[config.mk]
export PLATFORM = sky130hd
export DESIGN_NAME = bsr_setpoint_regs
export DESIGN_NICKNAME = d
export VERILOG_FILES = /design/src/shared/bsr_pkg.sv /design/src/bsr_code_to_mv.sv /design/src/bsr_setpoint_regs.sv
export VERILOG_INCLUDE_DIRS = /design/src /design/src/shared
export SDC_FILE = /design/constraint.sdc
export NUM_CORES = 1
export LEC_CHECK = 0
export BUFFER_PORTS_ARGS = -buffer_cell sky130_fd_sc_hd__buf_2
export CORE_ASPECT_RATIO = 1.2
export CORE_MARGIN = 10
export CORE_UTILIZATION = 48
export DETAILED_ROUTE_END_ITERATION = 16
export PLACE_DENSITY = 0.81
export REMOVE_ABC_BUFFERS = 1
export SLEW_MARGIN = 20
export SYNTH_ARGS = -nofsm -noshare
export SYNTH_HDL_FRONTEND = slang
export SYNTH_SLANG_ARGS = --single-unit
[constraint.sdc]
create_clock -name MCLK_I -period 4.19 [get_ports MCLK_I]
set_clock_uncertainty 0.2 [all_clocks]
set_input_delay 0.2095 -clock MCLK_I [delete_from_list [all_inputs] [get_ports MCLK_I]]
set_output_delay 0.2095 -clock MCLK_I [all_outputs]
set_load 0.03 [all_outputs]
[src/shared/bsr_map.svh]
// register offsets, field layout, reset values and voltage figures of the buck set-point bank
`ifndef BSR_MAP_SVH
`define BSR_MAP_SVH

`define BSR_ADDR_NORMAL    8'h35
`define BSR_ADDR_STANDBY   8'h36
`define BSR_ADDR_SLEEP     8'h37

`define BSR_CODE_MSB       5
`define BSR_CODE_LSB       0
`define BSR_RANGE_BIT      6
`define BSR_UNUSED_BIT     7

`define BSR_CODE_RESET     6'h00
`define BSR_RANGE_RESET    1'b0
`define BSR_RDATA_RESET    8'h00

`define BSR_LOW_BASE_MV    12'h190
`define BSR_LOW_STEP_MV    12'h019
`define BSR_HIGH_BASE_MV   12'h320
`define BSR_HIGH_STEP_MV   12'h032
`define BSR_HIGH_MAX_MV    12'hce4
`define BSR_FLOOR_MV       12'h258

`endif

[src/shared/bsr_pkg.sv]
// types shared by the buck set-point bank
package bsr_pkg;

   typedef enum logic [1:0] {
      BSR_MODE_NORMAL  = 2'b00,
      BSR_MODE_STANDBY = 2'b01,
      BSR_MODE_SLEEP   = 2'b10
   } bsr_mode_t;

   typedef enum logic {
      BSR_ST_LOAD = 1'b0,
      BSR_ST_RUN  = 1'b1
   } bsr_state_t;

   typedef struct packed {
      logic       wr;
      logic       rd;
      logic [7:0] addr;
      logic [7:0] wdata;
   } bsr_reg_req_t;

   typedef struct packed {
      logic [6:0]  code;
      logic [11:0] mv;
      logic        unsupported;
   } bsr_vout_t;

endpackage : bsr_pkg

[src/bsr_code_to_mv.sv]
// converts a 7-bit range/set-point code to millivolts and flags unusable codes
`timescale 1ns/10ps
`include "bsr_map.svh"

module bsr_code_to_mv (
   // code in
   input  wire logic [6:0]  code_i,
   // result out
   output logic      [11:0] mv_o,
   output logic             unsupported_o
);

   logic [11:0] steps;

   always_comb begin
      steps = {6'h00, code_i[`BSR_CODE_MSB:`BSR_CODE_LSB]};
      if (code_i[`BSR_RANGE_BIT]) begin
         mv_o = 12'(`BSR_HIGH_BASE_MV + steps * `BSR_HIGH_STEP_MV);
      end else begin
         mv_o = 12'(`BSR_LOW_BASE_MV + steps * `BSR_LOW_STEP_MV);
      end
      // at or below the floor, or above the high-range top
      unsupported_o = (mv_o <= `BSR_FLOOR_MV) || (mv_o > `BSR_HIGH_MAX_MV);
   end

endmodule : bsr_code_to_mv

[src/bsr_setpoint_regs.sv]
// set-point register bank of the second buck regulator
`timescale 1ns/10ps
`include "bsr_map.svh"

module bsr_setpoint_regs #(
   parameter int ADDR_W = 8
) (
   // clock and reset
   input  wire logic                 MCLK_I,
   input  wire logic                 RSTN_I,
   input  wire logic                 CE_I,
   // one-time settings
   input  wire logic                 OTP_VALID_I,
   input  wire logic                 OTP_RANGE_I,
   // register access from the serial engine
   input  wire bsr_pkg::bsr_reg_req_t REG_REQ_I,
   output logic       [7:0]          REG_RDATA_O,
   output logic                      REG_ACK_O,
   // operating mode and regulator drive
   input  wire bsr_pkg::bsr_mode_t   MODE_I,
   output bsr_pkg::bsr_vout_t        VOUT_O,
   output logic                      READY_O
);

   bsr_pkg::bsr_state_t state;
   logic [5:0]  normal_setpoint_code;
   logic [5:0]  standby_setpoint_code;
   logic [5:0]  sleep_setpoint_code;
   logic        range_select_bit;
   logic        standby_range_copy;
   logic        sleep_range_copy;
   logic [6:0]  next_code;
   logic [11:0] conv_mv;
   logic        conv_unsupported;
   logic        wr_ok;
   logic [2:0]  wr_sel;
   logic        loaded_range;

   // the register port decodes exactly eight address bits
   if (ADDR_W != 8) begin : g_addr_w_check
      $error("bsr_setpoint_regs: register address must be 8 bits");
   end

   // range bit must sit just above the set-point field
   if (`BSR_RANGE_BIT != `BSR_CODE_MSB + 1) begin : g_layout_check
      $error("bsr_setpoint_regs: range bit must follow the set-point field");
   end

   // set-point field must be six bits wide
   if (`BSR_CODE_MSB - `BSR_CODE_LSB != 5) begin : g_field_check
      $error("bsr_setpoint_regs: set-point field must be six bits");
   end

   // range on top of the 6-bit field
   function automatic logic [6:0] build_code(input logic range, input logic [5:0] code);
      build_code = {range, code};
   endfunction : build_code

   // one-hot write select: bit 0 normal, bit 1 standby, bit 2 sleep
   function automatic logic [2:0] write_select(input logic [7:0] addr);
      if (addr == `BSR_ADDR_NORMAL) begin
         write_select = 3'b001;
      end else if (addr == `BSR_ADDR_STANDBY) begin
         write_select = 3'b010;
      end else if (addr == `BSR_ADDR_SLEEP) begin
         write_select = 3'b100;
      end else begin
         write_select = 3'b000;
      end
   endfunction : write_select

   // unmapped addresses read as zero
   function automatic logic [7:0] read_word(input logic [7:0] addr,
                                            input logic       rn, input logic [5:0] cn,
                                            input logic       rs, input logic [5:0] cs,
                                            input logic       rz, input logic [5:0] cz);
      if (addr == `BSR_ADDR_NORMAL) begin
         read_word = {1'b0, build_code(rn, cn)};
      end else if (addr == `BSR_ADDR_STANDBY) begin
         read_word = {1'b0, build_code(rs, cs)};
      end else if (addr == `BSR_ADDR_SLEEP) begin
         read_word = {1'b0, build_code(rz, cz)};
      end else begin
         read_word = `BSR_RDATA_RESET;
      end
   endfunction : read_word

   // without a one-time setting the range falls back to its default
   function automatic logic range_source(input logic valid, input logic range);
      range_source = valid ? range : `BSR_RANGE_RESET;
   endfunction : range_source

   assign loaded_range = range_source(OTP_VALID_I, OTP_RANGE_I);

   // range is loaded once after reset, then frozen
   always_ff @(posedge MCLK_I or negedge RSTN_I) begin
      if (!RSTN_I) begin
         state <= bsr_pkg::BSR_ST_LOAD;
      end else if (CE_I) begin
         case (state)
            bsr_pkg::BSR_ST_LOAD: state <= bsr_pkg::BSR_ST_RUN;
            bsr_pkg::BSR_ST_RUN:  state <= bsr_pkg::BSR_ST_RUN;
            default:              state <= bsr_pkg::BSR_ST_LOAD;
         endcase
      end
   end

   // no host write path reaches the range bit
   always_ff @(posedge MCLK_I or negedge RSTN_I) begin
      if (!RSTN_I) begin
         range_select_bit <= `BSR_RANGE_RESET;
      end else if (CE_I && state == bsr_pkg::BSR_ST_LOAD) begin
         range_select_bit <= loaded_range;
      end
   end

   // standby and sleep inherit the same initial range
   always_ff @(posedge MCLK_I or negedge RSTN_I) begin
      if (!RSTN_I) begin
         standby_range_copy <= `BSR_RANGE_RESET;
         sleep_range_copy   <= `BSR_RANGE_RESET;
      end else if (CE_I && state == bsr_pkg::BSR_ST_LOAD) begin
         standby_range_copy <= loaded_range;
         sleep_range_copy   <= loaded_range;
      end
   end

   // host writes only once the range is settled
   assign wr_ok  = CE_I && REG_REQ_I.wr && state == bsr_pkg::BSR_ST_RUN;
   assign wr_sel = wr_ok ? write_select(REG_REQ_I.addr) : 3'b000;

   // bits 7:6 of a write are dropped
   always_ff @(posedge MCLK_I or negedge RSTN_I) begin
      if (!RSTN_I) begin
         normal_setpoint_code <= `BSR_CODE_RESET;
      end else if (wr_sel[0]) begin
         normal_setpoint_code <= REG_REQ_I.wdata[`BSR_CODE_MSB:`BSR_CODE_LSB];
      end
   end

   always_ff @(posedge MCLK_I or negedge RSTN_I) begin
      if (!RSTN_I) begin
         standby_setpoint_code <= `BSR_CODE_RESET;
      end else if (wr_sel[1]) begin
         standby_setpoint_code <= REG_REQ_I.wdata[`BSR_CODE_MSB:`BSR_CODE_LSB];
      end
   end

   always_ff @(posedge MCLK_I or negedge RSTN_I) begin
      if (!RSTN_I) begin
         sleep_setpoint_code <= `BSR_CODE_RESET;
      end else if (wr_sel[2]) begin
         sleep_setpoint_code <= REG_REQ_I.wdata[`BSR_CODE_MSB:`BSR_CODE_LSB];
      end
   end

   // every taken request is acknowledged, refused writes too
   always_ff @(posedge MCLK_I or negedge RSTN_I) begin
      if (!RSTN_I) begin
         REG_ACK_O <= 1'b0;
      end else if (CE_I) begin
         REG_ACK_O <= REG_REQ_I.wr || REG_REQ_I.rd;
      end
   end

   // read data shows the value before a same-cycle write
   always_ff @(posedge MCLK_I or negedge RSTN_I) begin
      if (!RSTN_I) begin
         REG_RDATA_O <= `BSR_RDATA_RESET;
      end else if (CE_I && REG_REQ_I.rd) begin
         REG_RDATA_O <= read_word(REG_REQ_I.addr,
                                  range_select_bit, normal_setpoint_code,
                                  standby_range_copy, standby_setpoint_code,
                                  sleep_range_copy, sleep_setpoint_code);
      end
   end

   // active-mode code selection
   always_comb begin
      case (MODE_I)
         bsr_pkg::BSR_MODE_NORMAL:  next_code = build_code(range_select_bit, normal_setpoint_code);
         bsr_pkg::BSR_MODE_STANDBY: next_code = build_code(standby_range_copy, standby_setpoint_code);
         bsr_pkg::BSR_MODE_SLEEP:   next_code = build_code(sleep_range_copy, sleep_setpoint_code);
         // the unused mode code falls back to normal
         default:                   next_code = build_code(range_select_bit, normal_setpoint_code);
      endcase
   end

   bsr_code_to_mv u_conv (
      .code_i        (next_code),
      .mv_o          (conv_mv),
      .unsupported_o (conv_unsupported)
   );

   // regulator drive, one cycle behind mode and codes
   always_ff @(posedge MCLK_I or negedge RSTN_I) begin
      if (!RSTN_I) begin
         VOUT_O <= '0;
      end else if (CE_I) begin
         VOUT_O.code        <= next_code;
         VOUT_O.mv          <= conv_mv;
         VOUT_O.unsupported <= conv_unsupported;
      end
   end

   always_ff @(posedge MCLK_I or negedge RSTN_I) begin
      if (!RSTN_I) begin
         READY_O <= 1'b0;
      end else if (CE_I) begin
         READY_O <= state == bsr_pkg::BSR_ST_RUN;
      end
   end

endmodule : bsr_setpoint_regs

======== After elaboration in Yosys (flattened, before gate mapping) ========
Index checks and enable logic that the tools add are counted.
word-level totals
  memory bits (read-only) ................. 0
  bits in latches ......................... 0
  output and inout bits ................... 30
  memories ................................ 0
  RAM bits ................................ 0
  bits in registers ....................... 50
operators by class
  muxes and demuxes ....................... 10
  shift operators ......................... 0
  multiply operators ...................... 2
  reductions and logical operators ........ 6
  divide/modulo/power cells ............... 0
  $lt $le $gt $ge ......................... 2
  add/sub/neg operators ................... 2
  bitwise logic cells ..................... 1
  equality and inequality tests ........... 5
operators with widths
  operator                                                           number
  == test 8 x 6 -> 1 bit (second input constant)                     3
  multiplier 6 x 5 -> 11 bit (second input constant)                 2
  2-to-1 mux 7 bit                                                   3
  adder 10 x 12 -> 12 bit (first input constant)                     1
  adder 9 x 11 -> 12 bit (first input constant)                      1
  > comparator 12 bit (second input constant)                        1
  less-or-equal comparator 12 x 10 -> 1 bit (second input constant)  1
  2-to-1 mux 12 bit                                                  1
  2-to-1 mux 3 bit                                                   4
  case mux 6 bit (2 select lines)                                    1
  logical AND 1 bit                                                  4
  == test 2 x 1 -> 1 bit (second input constant)                     1
  == test 2 bit (second input constant)                              1
  logical OR 1 bit                                                   2
  2-to-1 mux 1 bit                                                   1
  NOT 1 bit                                                          1

======== Longest topological paths before layout ========
Gate-level depths: netlist of the first run.
  depth in word-level cells ............... 7
  depth in mapped cells ................... 20
  gate-level depth less buffers ........... 19

======== Modules after synthesis ========
Synthesis of the first run repeated with hierarchy kept, for this count alone.
unflattened totals
  cells, all modules ...................... 329
  area total of the unflattened synthesis .. 3611.0 um^2
modules (own cells, without submodules)
  module             area each (um^2)  cells each  times used
  bsr_setpoint_regs  2247.2            168         1
  bsr_code_to_mv     1363.8            161         1

======== Worst setup path after synthesis of the first run ========
No wires, ideal clock.
  path type ............................... input-to-reg
  start ................................... input port MODE_I[0]
  end ..................................... register VOUT_O[12] (netlist bit)
  slack ................................... -267 ps
  path buffers ............................ 2
  stages .................................. 17
  data arrival time ....................... 4132 ps
  required time ........................... 3865 ps
  cell sequence ........................... inv_1 ha_1 buf_2 o21ai_0 inv_1 ha_1 ha_1 ha_1 ha_1 buf_6 a2111oi_0 o21ai_1 o21ai_0 a21oi_2 a211oi_1 nor3_2 mux2_2
on the way
  word-level cells in the longest chain between the ends .. 5
  elaborated cells on any way between the ends .. 8
RTL lines
  element                                                                                    line                      RTL
  start, declared                                                                            bsr_setpoint_regs.sv:20   input wire bsr_pkg::bsr_mode_t MODE_I,
  == test 2 bit / == test 2 x 1 -> 1 bit (equally long branches)                             bsr_setpoint_regs.sv:180  case (MODE_I)
  case mux 6 bit (2 select lines) (*)                                                        bsr_setpoint_regs.sv:180
  net next_code[4]                                                                           bsr_setpoint_regs.sv:32   logic [6:0] next_code;
  multiplier 6 x 5 -> 11 bit (no source line)                                                --
  adder 10 x 12 -> 12 bit (no source line) / adder 9 x 11 -> 12 bit (equally long branches)  --
  2-to-1 mux 12 bit (*)                                                                      bsr_code_to_mv.sv:17      if (code_i[`BSR_RANGE_BIT]) begin
  end, declared                                                                              bsr_setpoint_regs.sv:21   output bsr_pkg::bsr_vout_t VOUT_O,
Mark *: on every way through the listed nets, which the timed path passes. The rest lies on a longest branch.
A chain may end at the register's enable or synchronous reset.

======== Final worst setup path of the first run ========
  start ................................... register sleep_setpoint_code[1]
  end ..................................... register VOUT_O[0] (netlist bit)
on the way
  word-level cells in the longest chain between the ends .. 6
  elaborated cells on any way between the ends .. 9
RTL lines
  element                                                                                                   line                      RTL
  start, declared                                                                                           bsr_setpoint_regs.sv:28   logic [5:0] sleep_setpoint_code;
  start signal, assigned                                                                                    bsr_setpoint_regs.sv:151  sleep_setpoint_code <= `BSR_CODE_RESET;
  start signal, assigned                                                                                    bsr_setpoint_regs.sv:153  sleep_setpoint_code <= REG_REQ_I.wdata[`BSR_CODE_MSB:`BSR_CODE_LSB];
  case mux 6 bit (2 select lines) (*)                                                                       bsr_setpoint_regs.sv:180
  multiplier 6 x 5 -> 11 bit (no source line)                                                               --
  adder 10 x 12 -> 12 bit (no source line) / adder 9 x 11 -> 12 bit (equally long branches)                 --
  2-to-1 mux 12 bit (*)                                                                                     bsr_code_to_mv.sv:17
  less-or-equal comparator 12 x 10 -> 1 bit (no source line) / > comparator 12 bit (equally long branches)  --
  logical OR 1 bit (*)                                                                                      bsr_code_to_mv.sv:23      unsupported_o = (mv_o <= `BSR_FLOOR_MV) || (mv_o > `BSR_HIGH_MAX_MV);
Every way passes the cells marked *; elsewhere a longest branch is shown, timed or not.

==> results.toml, run 1 <==
[placement]
dp_hpwl_microns = 6840
place.gp.congestion = 0.867
portBuffers = 51
dp_cells = 520

[floorplanning]
die_w_microns = 99.4
dieArea_sq_um = 11500
die_h_microns = 115
rows = 34
start_util_pct = 49.6
coreArea_sq_um = 7320
ios = 55

[clock_network]
cts_tree = "built"
clk_latency_ps = 310
cts_num_sinks = 49
htreeDepth = 2
ctsLongestPathBuffers = 2
cts_made_buffers = 5
clk_pin_slew_ps = 100
clock-root-buffer = "clkbuf_8"

[power]
switching_power_w = 0.000375
p_int_w = 0.000742
p_leak_nw = 2.28
p_sw_share_pct = 33.6
power_frac_seq_pct = 47.1
powerDensity_nw_per_um2 = 246
clockPowerShare_pct = 26.5
comb_power_share_pct = 26.5
ir_drop_v = 0.000251

[detailed_routing]
firstDrtPassIters = 5
viasPerCell = 5.80
wire_per_inst_microns = 17.7
vias = 3144
drtIter0Drc = 258
drc = 0
wl_microns = 9600
postRouteAntennaNets = 0

[global_routing]
grt.busiest_layer = "met2"
grt_max_degree = 50
grtUsageMet3_pct = 2.94
grt_first_pass_wirelength_microns = 15400
grt_usage_pct = 16.0
antenna_found_initial = 0
grt_pass1_vias = 3331
met1_usage_pct = 16.8
grt_remaining_overflow = 0
gr-usage-met2_pct = 31.0

[yosys]
synth_flop_cell = "dfrtp_1"
ys_seq_elements = 49
avgSynthCellArea_sq_um = 10.3
yosysWarningCount = 0
async_flop_share_pct = 100
ys_seq_area_share_pct = 33.8
synth-edff-count = 0
syn_inst = 354
synth_area_sq_um = 3630
synth_cell_types = 66

[cells_and_area]
fin_cells = 542
diodes = 0
nFillCells = 551
area_delta_synth_final_pct = 24.9
layout.nets = 525
drive_gt1_share_pct = 36.9
final_cell_mix = "buf_2 (50), dfrtp_1 (49), buf_4 (46)"
utilization_pct = 62.0
mostFrequentLayoutCell = "buf_2"

[setup_path]
crit_chain = "a22o_1 -> mux2i_4 -> xnor2_2 -> buf_4 -> xnor2_1 -> ha_1 -> ha_1 -> ha_2 -> fa_2 -> buf_4 -> xor2_1 -> nor2_2 -> a21oi_2 -> a311oi_2 -> o31ai_1 -> o211ai_1 -> nand4b_1 -> nand3_1"
cpPeakStageDelay_ps = 400
end_kind = "register"
crit_start = "sleep_setpoint_code[1]"
required_ps = 4250
worst-setup-path-type = "register to register"
cp_max_fo = 5
cp_slowest_cell = "dfrtp_1"
r2r-start = "sleep_setpoint_code[1]"
critPathArrivalTime_ps = 4210
critical_path_buf_inv_count = 2
start_kind = "register"
crit_family = "adder cells"

[min_path]
hold_start = "REG_REQ_I[8]"
hp-class = "input port to register"

[flow_run]
cap_violations = 0

[sta]
setup_viol = 0
tightest_slew_ps = 924
relSlewSlack_pct = 38.4
finalCriticalPeriod_ps = 4150
clock.fmax_mhz = 241
finalHoldViolations = 0
slew_violations = 0
period_share_pct = 99.2
rsz0062_at_grt = "true"

[status]
outcome = "finished, final reports clean"
==> power by group through the flow <==
stage,sequential [W],combinational (W),clock (W)
finish,0.000526,0.000296,0.000296
global route,0.000530,0.000321,0.000315
CTS,0.000525,0.000280,0.000296
detailed placement,0.000534,0.000269,0
global placement,0.000533,0.000260,0
floorplan,0.000578,0.000114,0
==> repair_timing <==
action,CTS,global route
buffers inserted,2,2
endpoints found under the hold margin,69,0
endpoints found under the setup margin,3,5
hold buffers,10,0
resized for setup,3,24
pin swaps,2,12
==> cells by family after synthesis <==
kind of cell | count (synthesis) | synth area share (%)
flip-flops | 49 | 33.8
AND/OR/NAND/NOR | 89 | 12.9
other | 1 | 0.103
buffers and inverters | 34 | 5.58
multiplexers | 33 | 10.8
XOR/XNOR | 12 | 3.10
AO/OA/AOI/OAI | 87 | 16.3
adder cells (fa/ha/maj) | 49 | 17.5
==> final cells by class <==
type | instances | area [sq um] | area share [%]
Inverter | 17 | 63.8 | 1.41
Multi-Input combinational cell | 271 | 2340 | 51.5
Timing Repair Buffer | 107 | 707 | 15.6
Clock buffer | 5 | 68.8 | 1.52
Tap cell | 90 | 113 | 2.48
Clock inverter | 3 | 21.3 | 0.469
Sequential cell | 49 | 1230 | 27.0
==> synthesized netlist by cell type (3+ instances only) <==
cell	n	area share, %
dfrtp_1	49	34
ha_1	46	16
a21oi_1	29	4.0
nor2_1	28	2.9
nand2_1	25	2.6
mux2_2	24	7.4
inv_1	16	1.7
o21ai_0	8	1.1
xnor2_1	8	1.9
a221oi_1	6	1.4
and4_1	6	1.4
mux2_1	6	1.9
a22oi_1	5	1.0
buf_2	5	0.69
a211oi_1	4	0.83
buf_6	4	1.2
o21ai_1	4	0.55
a21o_1	3	0.62
clkbuf_8	3	1.1
fa_1	3	1.7
nand2b_1	3	0.52
nand3_1	3	0.41
nor2b_1	3	0.52
nor3b_1	3	0.62
o211ai_1	3	0.62
o21bai_1	3	0.62
xor2_1	3	0.72
==> final timing paths <==
kind / end / slack (ps) / depth (start not counted)
worst min register to register: REG_RDATA_O[6] / 300 / 2
worst min-delay path: REG_RDATA_O[6] / 7 / 3
max in group asynchronous: VOUT_O[16] / 3130 / 2
worst max-delay path: VOUT_O[0] / 40 / 18
worst max register to register: VOUT_O[0] / 40 / 18
min in group asynchronous: VOUT_O[7] / 240 / 2
==> metrics by stage <==
| stage | area, sq um | total power [W] | setup TNS [ps] | worst slack [ps] | hold WS (ps) |
|---|---|---|---|---|---|
| 2_1_floorplan | 3490 | 0.000692 | -593 | -259 | -286 |
| 3_3_place_gp | 4180 | 0.000793 | -887 | -279 | 248 |
| 3_5_place_dp | 4180 | 0.000803 | -1580 | -420 | 267 |
| 4_1_cts | 4390 | 0.00110 | 0 | 9.34 | 8.23 |
| 5_1_grt | 4540 | 0.00117 | -145 | -145 | 26.3 |
| 6_report | 4540 | 0.00112 | 0 | 35.4 | 7.20 |
==> tightest hold or removal path, stage by stage <==
cell and delay [ps]:
buf_2 110, o2111ai_1 100, nand2_1 70
==> registers in the layout, indices dropped and copies added (netlist names) <==
signal                 cells
READY_O                    1
REG_ACK_O                  1
REG_RDATA_O                7
VOUT_O                    20
normal_setpoint_code       6
sleep_range_copy           1
sleep_setpoint_code        6
standby_setpoint_code      6
state                      1
==> per-layer routing <==
layer	share of wire, %	up-vias
met3	4.6	20
met1	39	1545
met5	0	-
met4	2.5	0
li1	-	1480
met2	53	99
Note: power is estimated with default switching activity, not from simulation.
==> run 2: changes to the inputs <==
CORE_UTILIZATION = 33   (was 48)
PLACE_DENSITY = 0.6   (was 0.81)
clock period = 4.03 ns   (was 4.19 ns; I/O delays follow)
==> run 2 against run 1 <==
Clock-buffer cell count stayed put. First-iteration DRC count is 48% lower. Wire length is 0.50% higher. Maximum frequency is 6.0% higher. Sequential share of layout area is 2.2 points lower. Die area is 36% higher. Critical endpoint unchanged.
==> results.toml, run 2 (synthesis results as in run 1) <==
[cells_and_area]
largest_reg_flops = 20
layout.nets = 540
final_cell_mix = "buf_4 (59), buf_2 (51), dfrtp_1 (49)"
reg.largest.list = "VOUT_O: 20 flops, REG_RDATA_O: 7 flops"
top_register = "VOUT_O"
area_delta_synth_final_pct = 36.0
fin_area_sq_um = 4940
drive_gt1_share_pct = 41.1
mostFrequentLayoutCell = "buf_4"

[flow_run]
cap_violations = 0

[setup_path]
end_kind = "register"
ff2ff_setup_slack_ps = 110
critical_path_buf_inv_count = 1
worst-setup-path-type = "register to register"
cpPeakStageDelay_ps = 440
crit_family = "adder cells"
required_ps = 4060
start_kind = "register"
critPathArrivalTime_ps = 3950
r2r-start = "sleep_setpoint_code[1]"
r2r_end = "VOUT_O[0]"
ff2ff_path_depth = 16
crit_chain = "a22o_1 -> mux2i_4 -> buf_6 -> xnor2_4 -> xnor2_1 -> ha_1 -> ha_1 -> ha_2 -> fa_2 -> nor2b_2 -> a22o_1 -> a311oi_2 -> o31ai_2 -> o211ai_1 -> nand4b_1 -> nand3_1"
cp_max_fo = 4
cp_slowest_cell = "fa_2"

[detailed_routing]
wl_microns = 9650
viasPerCell = 5.19
wire_per_inst_microns = 16.2
firstDrtPassIters = 4
vias = 3097
postRouteAntennaNets = 0
drtIter0Drc = 134
drc = 0

[clock_network]
cts_num_sinks = 49
clock-root-buffer = "clkbuf_16"
clk_latency_ps = 290
cts_tree = "built"
cts_made_buffers = 5
clk_pin_slew_ps = 70
htreeDepth = 2
ctsLongestPathBuffers = 2

[floorplanning]
die_h_microns = 135
die_w_microns = 116
ios = 55
coreArea_sq_um = 10600
dieArea_sq_um = 15600
start_util_pct = 34.2
rows = 41

[sta]
hold_slack_ps = 28.7
clock.fmax_mhz = 255
finalCriticalPeriod_ps = 3920
relSlewSlack_pct = 42.1
period_share_pct = 97.2
tightest_slew_ps = 869
finalHoldViolations = 0
rsz0062_at_grt = "true"
setup_viol = 0
slew_violations = 0

[min_path]
min_path_cells = 3
hp-class = "input port to register"
hold_start = "REG_REQ_I[8]"
hold-path-endpoint = "REG_RDATA_O[6]"

[placement]
dp_hpwl_microns = 7160
place.gp.congestion = 0.856
dpl-instance-area_sq_um = 4320
portBuffers = 51

[power]
p_leak_nw = 2.42
ir_drop_v = 0.000202
powerDensity_nw_per_um2 = 286

[global_routing]
grt_max_degree = 50
grt_usage_pct = 12.2
grt_remaining_overflow = 0
grt_pass1_vias = 3189
antenna_found_initial = 1
grt_first_pass_wirelength_microns = 15400

[status]
outcome = "finished, final reports clean"
[run 2: cell count changes in the layout (fill, tap and decap cells not counted), sizes merged]
cell,previous run,this run
dlygate4sd3,10,9
clkinv,1,0
clkinvlp,1,0
diode,0,1
buf,97,113
bufinv,0,2
[run 2: metal layers]
layer | up-vias | track usage (%) | part of all wire, %
met3 | 14 | 1.95 | 3.9
met2 | 68 | 21.8 | 53
li1 | 1509 | - | -
met1 | 1506 | 13.9 | 40
met5 | - | 0 | 0
met4 | 0 | 4.94 | 2.2
[run 2: worst max-delay path by stage]
stage,from,endpoint,slack [ps],cells past startpoint
2_1_floorplan,MODE_I[0],VOUT_O[0],-410,16
4_1_cts,sleep_setpoint_code[1],VOUT_O[0],10,16
3_3_place_gp,MODE_I[0],VOUT_O[0],-400,19
3_5_place_dp,MODE_I[0],VOUT_O[0],-390,18
5_1_grt,sleep_setpoint_code[1],VOUT_O[0],-80,16
6_report,sleep_setpoint_code[1],VOUT_O[0],110,16
[run 2: metrics by stage]
stage          std cells  TNS, ps  total power (W)  setup slack (ps)  utilization (%)
4_1_cts              590        0          0.00140              14.1             43.7
2_1_floorplan        337    -1230         0.000719              -411                -
3_3_place_gp         571    -1530         0.000838              -400             40.6
3_5_place_dp         571    -1600         0.000842              -391             40.6
5_1_grt              597     -110          0.00147             -77.9             46.5
6_report             597        0          0.00141               112             46.5
[run 2: area by class of cell]
type,instances,area (sq um)
timing repair buffer,122,831
sequential,49,1230
antenna,1,2.50
clock buffer,5,125
tap,129,161
clock inverter,3,68.8
multi-input combinational,271,2460
inverter,17,63.8
fill,975,5680
[run 2: tightest hold or removal path, stage by stage]
cell       delay (ps)
buf_2             120
o2111ai_1         100
nand2_1            70
[run 2: report_power, final]
part	switching (W)	internal (W)	total (W)
clock network	0.000185	0.000358	0.000542
registers	0.0000247	0.000522	0.000546
logic	0.000181	0.000141	0.000322
total	0.000390	0.00102	0.00141
[run 2: repair_timing]
item | CTS | global route
hold endpoints to repair | 66 | 0
pin swaps | 5 | 15
setup buffers | 2 | 6
endpoints found under the setup margin | 3 | 5
hold buffers | 9 | 0
resized for setup | 8 | 36
==> run 3: changes to the inputs <==
--- a/config.mk
+++ b/config.mk
@@ -13,2 +13,3 @@
 export DETAILED_ROUTE_END_ITERATION = 16
+export GPL_TIMING_DRIVEN = 0
 export PLACE_DENSITY = 0.6
--- a/constraint.sdc
+++ b/constraint.sdc
@@ -4,2 +4,2 @@
 set_output_delay 0.2015 -clock MCLK_I [all_outputs]
-set_load 0.03 [all_outputs]
+set_load 0.005 [all_outputs]
==> run 3 against run 2 <==
The run now ends with negative setup slack left. Setup slack worse by 120 ps. Cell area is 7.5% lower. Largest cell class unchanged. Sequential power hardly changed. Combinational power is 22% lower. Maximum frequency is 2.9% lower. Cell count is 6.9% lower.
==> results.toml, run 3 (synthesis results as in run 1) <==
[status]
outcome = "finished with violations"
violations = "negative setup slack"

[detailed_routing]
vias = 2975
firstDrtPassIters = 4
drc = 0
wire_per_inst_microns = 16.3
drtIter0Drc = 161
viasPerCell = 5.35
wl_microns = 9070
postRouteAntennaNets = 0

[placement]
place.gp.congestion = 0.829
dp_slack_ps = -1100
dpl-instance-area_sq_um = 3910
portBuffers = 51
dp_cells = 517
dp_hpwl_microns = 6550

[setup_path]
worst-setup-path-type = "register to register"
required_ps = 4000
critPathArrivalTime_ps = 4010
cp_slowest_cell = "fa_2"
cp_max_fo = 4
crit_family = "adder cells"
crit_chain = "a22o_1 -> mux2i_4 -> inv_2 -> ha_4 -> ha_4 -> ha_4 -> fa_2 -> ha_4 -> nand3b_1 -> o21ai_2 -> nor4_4 -> buf_4 -> a21oi_2 -> and4_1 -> nor3_4 -> nand4b_1 -> nand3_1"
start_kind = "register"
critical_path_buf_inv_count = 2
cpPeakStageDelay_ps = 470
end_kind = "register"
crit_top_cell = "ha_4"

[sta]
layout_setup_ws_ps = -5.96
tightest_slew_ps = 865
finalHoldViolations = 0
relSlewSlack_pct = 42.4
slew_violations = 0
finalCriticalPeriod_ps = 4040
rsz0062_at_grt = "true"
clock.fmax_mhz = 248
setup_viol = 1
period_share_pct = 100

[cells_and_area]
diodes = 0
largest_reg_flops = 20
reg.largest.list = "VOUT_O: 20 flops, REG_RDATA_O: 7 flops"
area_delta_synth_final_pct = 25.8
drive_gt1_share_pct = 34.9
fin_area_sq_um = 4570
final_cell_mix = "buf_2 (50), dfrtp_1 (49), ha_1 (35)"
top_register = "VOUT_O"
mostFrequentLayoutCell = "buf_2"
utilization_pct = 43.0
fin_cells = 556
layout.nets = 500

[global_routing]
grt_pass1_vias = 3051
grt_usage_pct = 11.7
grt_max_degree = 50
grt_first_pass_wirelength_microns = 14900
grt_remaining_overflow = 0
antenna_found_initial = 0

[min_path]
hp-class = "input port to register"

[clock_network]
cts_made_buffers = 5
ctsLongestPathBuffers = 2
clk_pin_slew_ps = 70
cts_num_sinks = 49
clock-root-buffer = "clkbuf_16"
cts_tree = "built"
clk_latency_ps = 290
htreeDepth = 2

[power]
powerDensity_nw_per_um2 = 279
p_leak_nw = 2.20
ir_drop_v = 0.000277

[floorplanning]
start_util_pct = 34.2
die_w_microns = 116
coreArea_sq_um = 10600
ios = 55
rows = 41
dieArea_sq_um = 15600
die_h_microns = 135

[flow_run]
cap_violations = 0
## run 3: metrics by stage
stage	total power, W	setup TNS [ps]	hold WS (ps)
4_1_cts	0.00127	0	17.4
2_1_floorplan	0.000671	-1230	-294
3_5_place_dp	0.000763	-4950	254
5_1_grt	0.00134	-334	24.4
6_report	0.00127	-5.96	18.5
3_3_place_gp	0.000758	-7180	247
## run 3: final timing paths
kind	from	to	cells past startpoint	slack, ps
max in group asynchronous	RSTN_I	VOUT_O[14]	2	2910
max	sleep_setpoint_code[1]	VOUT_O[0]	17	-6
max reg2reg	sleep_setpoint_code[1]	VOUT_O[0]	17	-6
min	REG_REQ_I[16]	REG_ACK_O	3	20
min in group asynchronous	RSTN_I	standby_setpoint_code[5]	2	280
min reg2reg	REG_RDATA_O[6]	REG_RDATA_O[6]	2	280
## run 3: where the power goes
part | internal, W | switching, W
combinational | 0.000120 | 0.000130
sequential | 0.000522 | 0.0000249
clock | 0.000294 | 0.000183
## run 3: area by class of cell
class / instances / area, sq um
Fill cell: 969 / 6050
Timing Repair Buffer: 82 / 517
Clock inverter: 2 / 38.8
Inverter: 17 / 63.8
Tap cell: 129 / 161
Clock buffer: 6 / 129
Multi-Input combinational cell: 271 / 2430
Sequential cell: 49 / 1230
## run 3: per-layer routing
layer / GRT usage, % / wire [microns] / vias to the layer above
met5: 0 / 0 / -
li1: - / - / 1434
met1: 13.6 / 3800 / 1456
met3: 1.91 / 340 / 15
met4: 4.87 / 202 / 0
met2: 20.5 / 4730 / 70
## run 3: timing repair
action	CTS	global route
gates resized for setup	28	13
hold endpoints to repair	68	0
buffers inserted	16	6
endpoints found under the setup margin	6	5
hold buffers	9	0
pin swaps	14	17
## run 3: worst reg2reg max path, cell delays in order, from the launching register on
cell      delay (ps)
dfrtp_1          380
a22o_1           260
mux2i_4          270
inv_2            100
ha_4             180
ha_4             220
ha_4             270
fa_2             470
ha_4             200
nand3b_1          90
o21ai_2           70
nor4_4           310
buf_4            180
a21oi_2           60
and4_1           220
nor3_4           220
nand4b_1         140
nand3_1           80
